## src/pkg/tscf_pkg.sv

```systemverilog
// Shared constants and carrier types for the stage configuration bank
package tscf_pkg;

  // Geometry of the bank
  localparam int NUM_STAGES = 12;
  localparam int NUM_INPUTS = 14;
  localparam int INPUTS_PER_REG = 7;
  localparam int REG_WIDTH = 16;
  localparam int STAGE_BITS = 4;

  // Register indices; byte address is four times the index
  localparam logic [9:0] STAGE_BASE_IDX = 10'h080;
  localparam logic [9:0] STAGE_LAST_IDX = 10'h0df;
  localparam logic [3:0] STAGE_STRIDE = 4'h8;
  localparam logic [1:0] SUB_LOWER_ROUTING = 2'h0;
  localparam logic [1:0] SUB_UPPER_ROUTING = 2'h1;
  localparam logic [1:0] SUB_OFFSET_CONTROL = 2'h2;
  localparam logic [1:0] SUB_SENSITIVITY = 2'h3;

  // Reset value of every stored field
  localparam logic [15:0] CFG_RESET = 16'h0000;

  // Routing field codes
  localparam logic [1:0] ROUTE_OPEN = 2'h0;
  localparam logic [1:0] ROUTE_NEG = 2'h1;
  localparam logic [1:0] ROUTE_POS = 2'h2;
  localparam logic [1:0] ROUTE_BIAS = 2'h3;

  // Upper routing register bit positions
  localparam int NEG_INJ_OFF_BIT = 14;
  localparam int POS_INJ_OFF_BIT = 15;

  // Offset control field positions
  localparam int NEG_CODE_LSB = 0;
  localparam int NEG_STEER_BIT = 7;
  localparam int POS_CODE_LSB = 8;
  localparam int POS_STEER_BIT = 15;
  localparam int INJ_CODE_W = 7;
  // Offset step in femtofarads and nominal span
  localparam logic [15:0] INJ_LSB_FF = 16'h00a0;
  localparam logic [15:0] INJ_RANGE_FF = 16'h4e20;

  // Sensitivity field positions
  localparam int NEG_TRIP_LSB = 0;
  localparam int NEG_PEAK_LSB = 4;
  localparam int POS_TRIP_LSB = 8;
  localparam int POS_PEAK_LSB = 12;
  localparam logic [15:0] SENS_UNUSED_MASK = 16'h8080;

  // Threshold percentages in hundredths of a percent
  localparam logic [13:0] TRIP_X100 [16] = '{
    14'h09c4, 14'h0b9d, 14'h0d70, 14'h0f44,
    14'h111b, 14'h12ef, 14'h14c3, 14'h1697,
    14'h186b, 14'h1a42, 14'h1c16, 14'h1dea,
    14'h1fc0, 14'h2194, 14'h2368, 14'h253c};

  // Peak detect: base percent, step, last defined code
  localparam logic [6:0] PEAK_BASE_PCT = 7'h28;
  localparam logic [6:0] PEAK_STEP_PCT = 7'h0a;
  localparam logic [2:0] PEAK_LAST_CODE = 3'h5;

  // AXI4-Lite responses
  localparam logic [1:0] RESP_OKAY = 2'h0;
  localparam logic [1:0] RESP_SLVERR = 2'h2;

  // Decoded switch matrix routing for all fourteen inputs
  typedef struct packed {
    logic [13:0] to_neg;
    logic [13:0] to_pos;
    logic [13:0] to_bias;
  } tscf_route_t;

  // Decoded offset injector settings
  typedef struct packed {
    logic neg_en;
    logic [6:0] neg_code;
    logic neg_to_pos;
    logic pos_en;
    logic [6:0] pos_code;
    logic pos_to_neg;
  } tscf_inject_t;

  // Decoded threshold and peak settings
  typedef struct packed {
    logic [13:0] neg_trip_x100;
    logic [6:0] neg_peak_pct;
    logic neg_peak_ok;
    logic [13:0] pos_trip_x100;
    logic [6:0] pos_peak_pct;
    logic pos_peak_ok;
  } tscf_sense_t;

  // Everything one stage presents to the analogue side
  typedef struct packed {
    tscf_route_t route;
    tscf_inject_t inject;
    tscf_sense_t sense;
  } tscf_stage_t;

endpackage

```

## src/design/tscf_route_decode.sv

```systemverilog
// Two-bit routing codes of a group of inputs to switch enables
`timescale 1ns/1ps
module tscf_route_decode
  import tscf_pkg::*;
#(
  parameter int N = 7
) (
  input wire logic [2*N-1:0] codes, // Packed two-bit routing fields
  output logic [N-1:0] to_neg,      // Input joins converter negative
  output logic [N-1:0] to_pos,      // Input joins converter positive
  output logic [N-1:0] to_bias      // Input tied to bias
);

  // One decoder per input; open code drives none of the three
  for (genvar i = 0; i < N; i++) begin : g_in
    assign to_neg[i] = (codes[2*i +: 2] == ROUTE_NEG);
    assign to_pos[i] = (codes[2*i +: 2] == ROUTE_POS);
    assign to_bias[i] = (codes[2*i +: 2] == ROUTE_BIAS);
  end

endmodule

```

## src/design/tscf_stage_decode.sv

```systemverilog
// Decodes one stage's four configuration words into front-end settings
`timescale 1ns/1ps
module tscf_stage_decode
  import tscf_pkg::*;
(
  input wire logic [15:0] lower_routing, // Inputs zero to six
  input wire logic [15:0] upper_routing, // Inputs seven to thirteen
  input wire logic [15:0] offset_ctrl,   // Offset injector control
  input wire logic [15:0] sens_ctrl,     // Threshold and peak control
  output tscf_stage_t dec                // Decoded settings
);

  logic [6:0] lo_neg, lo_pos, lo_bias;
  logic [6:0] up_neg, up_pos, up_bias;

  tscf_route_decode #(.N(INPUTS_PER_REG)) u_lower (
    .codes(lower_routing[13:0]),
    .to_neg(lo_neg),
    .to_pos(lo_pos),
    .to_bias(lo_bias)
  );

  tscf_route_decode #(.N(INPUTS_PER_REG)) u_upper (
    .codes(upper_routing[13:0]),
    .to_neg(up_neg),
    .to_pos(up_pos),
    .to_bias(up_bias)
  );

  // Peak level: undefined codes give zero and a cleared ok flag
  function automatic logic [7:0] peak_of(input logic [2:0] code);
    logic [6:0] pct;
    pct = PEAK_BASE_PCT + 7'(code) * PEAK_STEP_PCT;
    if (code > PEAK_LAST_CODE) begin
      peak_of = 8'h00;
    end else begin
      peak_of = {pct, 1'b1};
    end
  endfunction

  always_comb begin
    dec.route.to_neg = {up_neg, lo_neg};
    dec.route.to_pos = {up_pos, lo_pos};
    dec.route.to_bias = {up_bias, lo_bias};
    dec.inject.neg_en = ~upper_routing[NEG_INJ_OFF_BIT];
    dec.inject.pos_en = ~upper_routing[POS_INJ_OFF_BIT];
    dec.inject.neg_code = offset_ctrl[NEG_CODE_LSB +: INJ_CODE_W];
    dec.inject.neg_to_pos = offset_ctrl[NEG_STEER_BIT];
    dec.inject.pos_code = offset_ctrl[POS_CODE_LSB +: INJ_CODE_W];
    dec.inject.pos_to_neg = offset_ctrl[POS_STEER_BIT];
    dec.sense.neg_trip_x100 = TRIP_X100[sens_ctrl[NEG_TRIP_LSB +: 4]];
    {dec.sense.neg_peak_pct, dec.sense.neg_peak_ok} =
      peak_of(sens_ctrl[NEG_PEAK_LSB +: 3]);
    dec.sense.pos_trip_x100 = TRIP_X100[sens_ctrl[POS_TRIP_LSB +: 4]];
    {dec.sense.pos_peak_pct, dec.sense.pos_peak_ok} =
      peak_of(sens_ctrl[POS_PEAK_LSB +: 3]);
  end

endmodule

```

## src/design/tscf_top.sv

```systemverilog
// Per-stage configuration bank with AXI4-Lite access and decoded outputs
//
// What this block does
// - Each of the twelve stages has its own routing, offset and sensitivity words, used only for that stage.
// - Inputs seven to thirteen each take a two-bit code: open, negative, positive or bias.
// - Upper routing bit 14 low turns the negative offset injector on, high turns it off.
// - Upper routing bit 15 low turns the positive offset injector on, high turns it off.
// - Offset bits 6:0 give the negative offset magnitude at 0.16 pF a step over about 20 pF.
// - Offset bit 7 sends the negative offset to the negative input when low, the positive when high.
// - Offset bits 14:8 give the positive offset magnitude at 0.16 pF a step.
// - Offset bit 15 sends the positive offset to the positive input when low, the negative when high.
// - Sensitivity bits 3:0 pick a negative threshold from 25% to 95.32% in sixteen steps.
// - Sensitivity bits 6:4 pick a negative peak level from 40% to 90% in ten percent steps.
// - Sensitivity bits 11:8 pick the positive threshold with the same table.
// - Sensitivity bits 14:12 pick the positive peak level with the same steps.
// - The lower routing word codes inputs zero to six the same way, bits 15:14 unused.
//
// Stage n starts at word index 0x080 plus 8n; its first four words are
// lower routing, upper routing, offset control and sensitivity.
// Other words of a stage and any address outside the bank get a slave
// error and leave storage alone.
// A write is stored two edges after both halves are taken; a read
// answers one edge after its address is taken.
// The decode follows the stage select one edge later.
// Limitation: words come up as zero; software must not rely on it.
// Byte strobes 3:2 are ignored; each word holds sixteen bits.
// Readies are registered and reopen on the same edge that a slot empties with no answer pending.
//
// The placing of the registers and the AXI4-Lite interface to the registers were chosen for this implementation.
`timescale 1ns/1ps
module tscf_top
  import tscf_pkg::*;
#(
  parameter int STAGES = NUM_STAGES
) (
  input wire logic aclk,                 // System clock, 50 MHz
  input wire logic aresetn,              // Synchronous reset, active low
  input wire logic [11:0] s_axi_awaddr,  // Write address
  input wire logic [2:0] s_axi_awprot,   // Write protection, ignored
  input wire logic s_axi_awvalid,        // Write address valid
  output logic s_axi_awready,            // Write address ready
  input wire logic [31:0] s_axi_wdata,   // Write data
  input wire logic [3:0] s_axi_wstrb,    // Write byte strobes
  input wire logic s_axi_wvalid,         // Write data valid
  output logic s_axi_wready,             // Write data ready
  output logic [1:0] s_axi_bresp,        // Write response
  output logic s_axi_bvalid,             // Write response valid
  input wire logic s_axi_bready,         // Write response ready
  input wire logic [11:0] s_axi_araddr,  // Read address
  input wire logic [2:0] s_axi_arprot,   // Read protection, ignored
  input wire logic s_axi_arvalid,        // Read address valid
  output logic s_axi_arready,            // Read address ready
  output logic [31:0] s_axi_rdata,       // Read data
  output logic [1:0] s_axi_rresp,        // Read response
  output logic s_axi_rvalid,             // Read data valid
  input wire logic s_axi_rready,         // Read data ready
  input wire logic [3:0] stage_sel,      // Stage now being converted
  output tscf_stage_t stage_cfg,         // Registered decode of that stage
  output logic stage_sel_bad             // Selected stage does not exist
);

  // Address decode result
  // A miss covers unused stage words as well as foreign addresses
  typedef struct packed {
    logic hit;
    logic [3:0] stage;
    logic [1:0] sub;
  } tscf_hit_t;

  // Map a byte address to stage and word; offset and clamp words miss
  function automatic tscf_hit_t decode_addr(input logic [11:0] addr);
    logic [9:0] idx;
    logic [9:0] rel;
    tscf_hit_t h;
    idx = addr[11:2];
    rel = idx - STAGE_BASE_IDX;
    h.stage = rel[6:3];
    h.sub = rel[1:0];
    // Inside the bank, one of a stage's first four words, a real stage
    h.hit = (idx >= STAGE_BASE_IDX) && (idx <= STAGE_LAST_IDX) &&
            (rel[2] == 1'b0) && (32'(h.stage) < STAGES);
    decode_addr = h;
  endfunction

  // Stored words: four per stage
  // An array, so a stage count change resizes the whole bank
  logic [15:0] cfg_mem_reg [STAGES][4];
  logic [15:0] cfg_mem_next [STAGES][4];

  // Write channel holding registers
  logic aw_held_reg, aw_held_next;
  logic [11:0] aw_addr_reg, aw_addr_next;
  logic w_held_reg, w_held_next;
  logic [31:0] w_data_reg, w_data_next;
  logic [3:0] w_strb_reg, w_strb_next;
  logic bvalid_reg, bvalid_next;
  logic [1:0] bresp_reg, bresp_next;
  logic awready_reg, awready_next;
  logic wready_reg, wready_next;

  // Read channel registers
  logic rvalid_reg, rvalid_next;
  logic [31:0] rdata_reg, rdata_next;
  logic [1:0] rresp_reg, rresp_next;
  logic arready_reg, arready_next;

  // Decoded output registers
  tscf_stage_t cfg_out_reg, cfg_out_next;
  logic sel_bad_reg, sel_bad_next;

  // Write strobe and the two address decodes
  logic do_write;
  tscf_hit_t wr_hit;
  tscf_hit_t rd_hit;
  // One decoded copy per stage; only the selected one leaves
  tscf_stage_t dec_all [STAGES];

  // Ready only while the slot is empty and no response is pending.
  // Kept in flip-flops so no output passes a gate after its register;
  // the master sees a clean level.
  assign s_axi_awready = awready_reg;
  assign s_axi_wready = wready_reg;
  assign s_axi_arready = arready_reg;

  assign s_axi_bvalid = bvalid_reg;
  assign s_axi_bresp = bresp_reg;
  assign s_axi_rvalid = rvalid_reg;
  assign s_axi_rdata = rdata_reg;
  assign s_axi_rresp = rresp_reg;
  assign stage_cfg = cfg_out_reg;
  assign stage_sel_bad = sel_bad_reg;

  // Write fires once address and data are both held,
  // and waits while an answer is pending so answers never overlap
  assign do_write = aw_held_reg & w_held_reg & ~bvalid_reg;
  assign wr_hit = decode_addr(aw_addr_reg);
  assign rd_hit = decode_addr(s_axi_araddr);

  // Write address and data capture, taken in either order
  // A held half waits for its partner, so a master may send them apart
  always_comb begin
    aw_held_next = aw_held_reg;
    aw_addr_next = aw_addr_reg;
    w_held_next = w_held_reg;
    w_data_next = w_data_reg;
    w_strb_next = w_strb_reg;
    bvalid_next = bvalid_reg;
    bresp_next = bresp_reg;
    if (s_axi_awvalid && s_axi_awready) begin
      aw_held_next = 1'b1;
      aw_addr_next = s_axi_awaddr;
    end
    if (s_axi_wvalid && s_axi_wready) begin
      w_held_next = 1'b1;
      w_data_next = s_axi_wdata;
      w_strb_next = s_axi_wstrb;
    end
    if (do_write) begin
      aw_held_next = 1'b0;
      w_held_next = 1'b0;
      bvalid_next = 1'b1;
      bresp_next = wr_hit.hit ? RESP_OKAY : RESP_SLVERR;
    end else if (bvalid_reg && s_axi_bready) begin
      bvalid_next = 1'b0;
    end
    // Slots reopen only when empty and no answer is waiting
    awready_next = ~aw_held_next & ~bvalid_next;
    wready_next = ~w_held_next & ~bvalid_next;
  end

  // Write channel registers; both readies come up high in reset
  always_ff @(posedge aclk) begin
    if (!aresetn) begin
      aw_held_reg <= 1'b0;
      aw_addr_reg <= 12'h000;
      w_held_reg <= 1'b0;
      w_data_reg <= 32'h00000000;
      w_strb_reg <= 4'h0;
      bvalid_reg <= 1'b0;
      bresp_reg <= RESP_OKAY;
      awready_reg <= 1'b1;
      wready_reg <= 1'b1;
    end else begin
      aw_held_reg <= aw_held_next;
      aw_addr_reg <= aw_addr_next;
      w_held_reg <= w_held_next;
      w_data_reg <= w_data_next;
      w_strb_reg <= w_strb_next;
      bvalid_reg <= bvalid_next;
      bresp_reg <= bresp_next;
      awready_reg <= awready_next;
      wready_reg <= wready_next;
    end
  end

  // Storage update; each word only changes under its own address.
  // Unused bits are stored as written, so readback shows host mistakes.
  always_comb begin
    cfg_mem_next = cfg_mem_reg;
    if (do_write && wr_hit.hit) begin
      // Only the two low strobes cover stored bits
      for (int b = 0; b < 2; b++) begin
        if (w_strb_reg[b]) begin
          cfg_mem_next[wr_hit.stage][wr_hit.sub][8*b +: 8] =
            w_data_reg[8*b +: 8];
        end
      end
    end
  end

  // Fields have no meaningful reset; zero keeps every switch open
  // Zero also leaves both injectors on at code zero, adding nothing
  always_ff @(posedge aclk) begin
    if (!aresetn) begin
      for (int s = 0; s < STAGES; s++) begin
        for (int r = 0; r < 4; r++) begin
          cfg_mem_reg[s][r] <= CFG_RESET;
        end
      end
    end else begin
      cfg_mem_reg <= cfg_mem_next;
    end
  end

  // Read: one cycle from address acceptance to data
  // Data come straight from storage, so a word stored on the same
  // edge is seen by the next read, not this one
  always_comb begin
    rvalid_next = rvalid_reg;
    rdata_next = rdata_reg;
    rresp_next = rresp_reg;
    if (s_axi_arvalid && s_axi_arready) begin
      rvalid_next = 1'b1;
      if (rd_hit.hit) begin
        rdata_next = {16'h0000, cfg_mem_reg[rd_hit.stage][rd_hit.sub]};
        rresp_next = RESP_OKAY;
      end else begin
        rdata_next = 32'h00000000;
        rresp_next = RESP_SLVERR;
      end
    end else if (rvalid_reg && s_axi_rready) begin
      rvalid_next = 1'b0;
    end
    // Address slot reopens once the answer is taken
    arready_next = ~rvalid_next;
  end

  // Read answer registers
  always_ff @(posedge aclk) begin
    if (!aresetn) begin
      rvalid_reg <= 1'b0;
      rdata_reg <= 32'h00000000;
      rresp_reg <= RESP_OKAY;
      arready_reg <= 1'b1;
    end else begin
      rvalid_reg <= rvalid_next;
      rdata_reg <= rdata_next;
      rresp_reg <= rresp_next;
      arready_reg <= arready_next;
    end
  end

  // One decoder per stage; the sequencer picks among them
  // Each decoder sees only its own stage's words, so stages cannot mix
  for (genvar s = 0; s < STAGES; s++) begin : g_stage
    tscf_stage_decode u_dec (
      .lower_routing(cfg_mem_reg[s][SUB_LOWER_ROUTING]),
      .upper_routing(cfg_mem_reg[s][SUB_UPPER_ROUTING]),
      .offset_ctrl(cfg_mem_reg[s][SUB_OFFSET_CONTROL]),
      .sens_ctrl(cfg_mem_reg[s][SUB_SENSITIVITY]),
      .dec(dec_all[s])
    );
  end

  // Output select; a missing stage gives all-zero (everything open)
  // but with injectors off, the safe state for the analogue side
  // A stage number past the last one is flagged for the sequencer
  always_comb begin
    sel_bad_next = (32'(stage_sel) >= STAGES);
    cfg_out_next = '0;
    if (sel_bad_next) begin
      cfg_out_next.inject.neg_en = 1'b0;
      cfg_out_next.inject.pos_en = 1'b0;
    end else begin
      cfg_out_next = dec_all[stage_sel];
    end
  end

  // Registered so the switch matrix sees clean edges
  // Until the first edge after reset the decode reads as all zero
  always_ff @(posedge aclk) begin
    if (!aresetn) begin
      cfg_out_reg <= '0;
      sel_bad_reg <= 1'b0;
    end else begin
      cfg_out_reg <= cfg_out_next;
      sel_bad_reg <= sel_bad_next;
    end
  end

endmodule

```

## config.mk

```make
export PLATFORM = sky130hd
export DESIGN_NAME = tscf_top
export DESIGN_NICKNAME = d
export VERILOG_FILES = /design/src/pkg/tscf_pkg.sv /design/src/design/tscf_route_decode.sv /design/src/design/tscf_stage_decode.sv /design/src/design/tscf_top.sv
export SDC_FILE = /design/constraint.sdc
export NUM_CORES = 2
export LEC_CHECK = 0
export BUFFER_PORTS_ARGS = -buffer_cell sky130_fd_sc_hd__buf_2
export CAP_MARGIN = 20
export CORE_UTILIZATION = 58
export CTS_BUF_LIST = sky130_fd_sc_hd__clkbuf_16
export DETAILED_ROUTE_END_ITERATION = 8
export GPL_ROUTABILITY_DRIVEN = 0
export PLACE_DENSITY = 0.81
export RECOVER_POWER = 100
export SKIP_CTS_REPAIR_TIMING = 1
export SYNTH_ARGS = -nofsm -noshare
export SYNTH_HDL_FRONTEND = slang
export SYNTH_HIERARCHICAL = 1
export SYNTH_SLANG_ARGS = --single-unit
```

## constraint.sdc

```tcl
create_clock -name aclk -period 2.4 [get_ports aclk]
set_input_delay 0.24 -clock aclk [delete_from_list [all_inputs] [get_ports aclk]]
set_output_delay 0.24 -clock aclk [all_outputs]
set_load 0.05 [all_outputs]
```

== Yosys cells after proc, flatten, opt, wreduce, memory -nomap -nowiden ==
Memory sizes are Yosys's and may differ from the RTL's.
Index checks and enable logic that the tools add are counted.
Widths: inputs -> output; s select.

* Logic and storage cells: 902
* Output and inout bits: 146
* Memories: 24
* Flip-flop bits (word level): 946
* ROM bits: 5376

{| class="wikitable"
|+ Memory list
! name !! depth !! width !! rd ports !! clocked after memory_dff !! wr ports !! line !! source
|-
| (name not given) || 16 || 14 || 1 || 0 || 0 || tscf_stage_decode.sv:51 || <nowiki>dec.sense.neg_trip_x100 = TRIP_X100[sens_ctrl[NEG_TRIP_LSB +: 4]];</nowiki>
|-
| (name not given) || 16 || 14 || 1 || 0 || 0 || tscf_stage_decode.sv:54 || <nowiki>dec.sense.pos_trip_x100 = TRIP_X100[sens_ctrl[POS_TRIP_LSB +: 4]];</nowiki>
|-
| (name not given) || 16 || 14 || 1 || 0 || 0 || tscf_stage_decode.sv:51 ||
|-
| (name not given) || 16 || 14 || 1 || 0 || 0 || tscf_stage_decode.sv:54 ||
|-
| (name not given) || 16 || 14 || 1 || 0 || 0 || tscf_stage_decode.sv:51 ||
|-
| (name not given) || 16 || 14 || 1 || 0 || 0 || tscf_stage_decode.sv:54 ||
|-
| 18 more memories || -- || -- || -- || -- || -- || -- ||
|}

* Bitwise logic cells: 65
* Add/subtract/negate cells: 26
* Reduce and logical (&&, ||, !) cells: 15
* Multipliers: 24
* Order comparisons: 62
* Eq/ne operators: 504
* Multiplexer cells: 105

{| class="wikitable"
|+ Operators with widths
! operator !! count
|-
| $mux 768 || 3
|-
| $bwmux 768 || 2
|-
| $eq 2x2->1 const B || 336
|-
| $mux 14 || 48
|-
| $demux 64 s4 || 2
|-
| $bmux 104 s4 || 1
|-
| $eq 2x1->1 const B || 168
|-
| $bmux 64 s4 || 1
|-
| $mux 64 || 4
|-
| $mux 104 || 2
|-
| $mux 8 || 25
|-
| $add 6x7->7 const A || 24
|-
| $mul 3x3->6 const B || 24
|-
| $ge 5x5->1 const B || 27
|-
| $not 4->5 || 27
|-
| $gt 3x3->1 const B || 24
|-
| $demux 16 s2 || 2
|-
| $mux 16 || 4
|-
| $bmux 16 s2 || 1
|-
| $not 1->1 || 32
|-
| $ge 10x8->1 const B || 2
|-
| $le 10x8->1 const B || 2
|-
| $logic_and 1x1->1 || 14
|-
| $sub 7x1->7 const B || 2
|-
| 10 further kinds || 24
|}

== Longest topological paths before layout ==
* Depth after elaboration: 13
* Depth in mapped cells: 10
* Depth with buffers taken out: 10

== Modules after synthesis ==
The synthesis kept the hierarchy.

{| class="wikitable"
|+ By module, submodules not included
! module !! seq. area each (µm²) !! instances !! area each (µm²) !! cells an instance
|-
| tscf_top || 18537.8 || 1 || 50688.6 || 5302
|-
| tscf_stage_decode (g_stage[1].u_dec ...) || 0.0 || 8 || 1049.8 || 150
|-
| tscf_route_decode || 0.0 || 24 || 175.2 || 21
|-
| tscf_stage_decode (g_stage[0].u_dec) || 0.0 || 1 || 1054.8 || 152
|-
| tscf_stage_decode (g_stage[11].u_dec) || 0.0 || 1 || 1044.8 || 150
|-
| tscf_stage_decode (g_stage[10].u_dec) || 0.0 || 1 || 1039.7 || 151
|-
| tscf_stage_decode (g_stage[6].u_dec) || 0.0 || 1 || 1036.0 || 148
|}

== Worst setup path before layout ==
Ideal clock, no wire load.

* Kind: register to register
* Start: register cfg_mem_reg[14] in the netlist's numbering
* End: register cfg_out_reg (netlist bit stage_cfg[7])
* Period minus slack after synthesis: 2248 ps
* Stages on the path, launching flop included: 11
* Data required time: 2285 ps
* Path buffers: 0
* Arrival: 2133 ps
* Slack: 152 ps
* Cells stage by stage: dfxtp_1 ha_1 ha_1 ha_1 a21oi_1 xor2_1 a21oi_1 mux4_2 mux2i_1 o21ai_0 and2_1

{| class="wikitable"
|+ RTL lines
! item !! line !! source
|-
| from (decl) || tscf_top.sv:87 || <nowiki>logic [15:0] cfg_mem_reg [STAGES][4];</nowiki>
|-
| from (signal assigned) || tscf_top.sv:221 || <nowiki>cfg_mem_reg <= cfg_mem_next;</nowiki>
|-
| to (signal assigned) || tscf_top.sv:296 || <nowiki>cfg_out_reg <= cfg_out_next;</nowiki>
|-
| to (decl) || tscf_top.sv:108 || <nowiki>tscf_stage_t cfg_out_reg, cfg_out_next;</nowiki>
|}

==> metrics.cfg <==
[status]
outcome=finished, violations left
violations=max-capacitance violations, max-slew violations

[timing]
final-setup-viol-count=0
finalMaxSlewViolations=170
skew_ps=21.1
timing.final.crit_share_pct=99.2
finalCriticalPeriod_ps=2380
finalHoldViolCount=0
fmax_mhz=420
setup_tns_ps=0
slew_headroom_pct=-5.15
tightest_slew_ps=1580

[pwr]
p_leak_nw=27.4
vdd_drop_max_mv=0.602
total_power_mw=34.9
power_density_nw_per_um2=475

[setup_path]
worstSetupPathType=reg2reg
cp_data_arrival_time_ps=2970
worst_setup_path_end_kind=flop
crit_fanout=2
worstPathRequired_ps=2990
start_kind=flop

[global_routing]
grt_pass1_vias=56500
grt_overflow=0
grtUsageTotal_pct=35.7
grt_start_max_net_pins=214
antenna_found_initial=6
grt_pass1_wl_microns=328000

[cts]
cts_buffer_depth=3
cts.htree.levels=3
clk_pin_slew_ps=60
cts_tree=done
root_buffer=clkbuf_16
cts_buffers=100
worst_skew_pair.late_latency_ps=700
cts_sinks=926

[yosys]
synth_enable_flop_cells=0
avgSynthCellArea_sq_um=8.87
synth-warning-count=6
netlist_area_sq_um=67500
synth_cell_types=68
ys.flop_type=dfxtp_1
ys_async_sr_fraction_pct=0
syn-instance-count=7607
yosysSeqAreaShare_pct=27.5
ys_ff_latch=926

[layout]
design_area_sq_um=73400
drive_gt1_share_pct=23.5
largest_reg_flops=768
layout.cells.non_filler=9213
final_nets=7936
diodes=0
syn2layout_area_growth_pct=8.81
fillers=9012
fin_util_pct=63.9

[floorplan]
ios=223
fp.dieW_microns=343
die_h_microns=343
rows=124
start_util_pct=58.8
die_area_sq_um=118000
coreArea_sq_um=115000

[placed_design]
dpl_cell_area_sq_um=69900
port_buffers=176
dp_cells=8999
dp.final_hpwl_microns=155000

[route]
drc=0
firstDrtPassIters=8
via_per_inst=6.42
num_vias=59100
drt-total-wl_microns=216000
antenna_left=0
drt_iter0_drc=6901
wire_per_inst_microns=23.4

[worst_hold_path]
hold_class=in2reg

[job]
drv_cap=1

## worst max-delay path: stages, from the launching register on
cell	delay (ps)
dfxtp_1	310
ha_1	190
ha_1	210
ha_4	240
a21oi_2	150
xor2_1	200
a21oi_1	80
mux4_2	480
mux2i_1	190
o21ai_1	70
and2_1	160
## per-layer routing
metal  part of all wire [%]  track usage [%]
met1                     37             46.4
met5                  0.028                0
met3                     13             9.25
met4                    6.5             19.0
met2                     43             54.5
## synth_stat cells, drive strengths merged (4+ instances only)
library cell | count | area (sq um)
a2111oi | 5 | 43.8
a211oi | 20 | 150
a21boi | 796 | 5980
a21o | 14 | 105
a21oi | 124 | 621
a221oi | 27 | 236
a22oi | 16 | 120
a2bb2oi | 6 | 52.6
a31oi | 25 | 156
and2 | 325 | 2240
and2b | 349 | 3040
buf | 474 | 3300
clkbuf | 273 | 1020
conb | 13 | 48.8
dfxtp | 926 | 18500
ha | 240 | 3000
inv | 93 | 349
mux2 | 67 | 863
mux2i | 268 | 2680
mux4 | 441 | 9930
nand2 | 1948 | 7330
nand2b | 48 | 300
nand3 | 127 | 651
nand3b | 24 | 180
nand4 | 25 | 156
nor2 | 161 | 604
nor2b | 63 | 394
nor3 | 107 | 1550
nor4 | 8 | 56.3
o2111ai | 10 | 87.6
o211ai | 38 | 295
o21a | 40 | 300
o21ai | 308 | 1540
o221ai | 12 | 105
o22ai | 39 | 244
o31ai | 9 | 67.6
or2 | 23 | 144
or2b | 34 | 255
or3 | 4 | 25.0
xor2 | 62 | 543
## stage by stage
| stage | hold WS, ps | setup slack (ps) |
|---|---|---|
| after floorplan | 385 | 152 |
| after global placement | 434 | 37.0 |
| after detailed placement | 443 | -40.3 |
| after CTS | -226 | -103 |
| after global routing | 41.4 | -69.6 |
| final | 22.3 | 18.2 |
## where the power goes
part	switching [mW]	total, mW	internal [mW]
Combinational	2.09	3.19	1.10
Clock	6.86	16.1	9.25
Sequential	0.159	15.6	15.4
Total	9.11	34.9	25.8
## path summary, 6_finish.rpt
path / startpoint / to / slack (ps) / cells past startpoint
max reg2reg: cfg_mem_reg[524] / stage_cfg[7] / 20 / 10
max: cfg_mem_reg[524] / stage_cfg[7] / 20 / 10
min: s_axi_awaddr[6] / aw_addr_reg[6] / 20 / 3
min reg2reg: w_data_reg[7] / w_data_reg[7] / 460 / 2
## logic make-up (layout without fill, tap and decap cells)
logic type / after synthesis / after routing / synth area share, %
AND/OR/NAND/NOR: 3257 / 3257 / 25.3
AO/OA/AOI/OAI: 1493 / 1493 / 15.0
flip-flops: 926 / 926 / 27.5
buffers and inverters: 840 / 905 / 6.93
multiplexers: 776 / 776 / 20.0
adder cells (fa/ha/maj): 240 / 240 / 4.45
XOR/XNOR: 62 / 62 / 0.805
other: 13 / 42 / 0.0723
## layout make-up
class                   count  area, sq um  area share, %
flip-flops and latches    926        18600           25.3
inverters                  93          349          0.476
clock inverters            83          801           1.09
clock buffers             101         2530           3.44
well taps                1512         1890           2.58
multi-input cells        5870        44500           60.6
repair buffers            628         4800           6.53
## layout by cell type (no fill, tap or decap), drive strengths merged, types with 48 or more instances in the layout
| master | netlist | final |
|---|---|---|
| a21boi | 796 | 796 |
| a21oi | 124 | 124 |
| and2 | 325 | 325 |
| and2b | 349 | 349 |
| buf | 474 | 444 |
| clkbuf | 273 | 257 |
| dfxtp | 926 | 926 |
| ha | 240 | 240 |
| inv | 93 | 115 |
| mux2 | 67 | 67 |
| mux2i | 268 | 268 |
| mux4 | 441 | 441 |
| nand2 | 1948 | 1948 |
| nand2b | 48 | 48 |
| nand3 | 127 | 127 |
| nor2 | 161 | 161 |
| nor2b | 63 | 63 |
| nor3 | 107 | 107 |
| o21ai | 308 | 308 |
| xor2 | 62 | 62 |
Power figures use the tool's default switching activity.
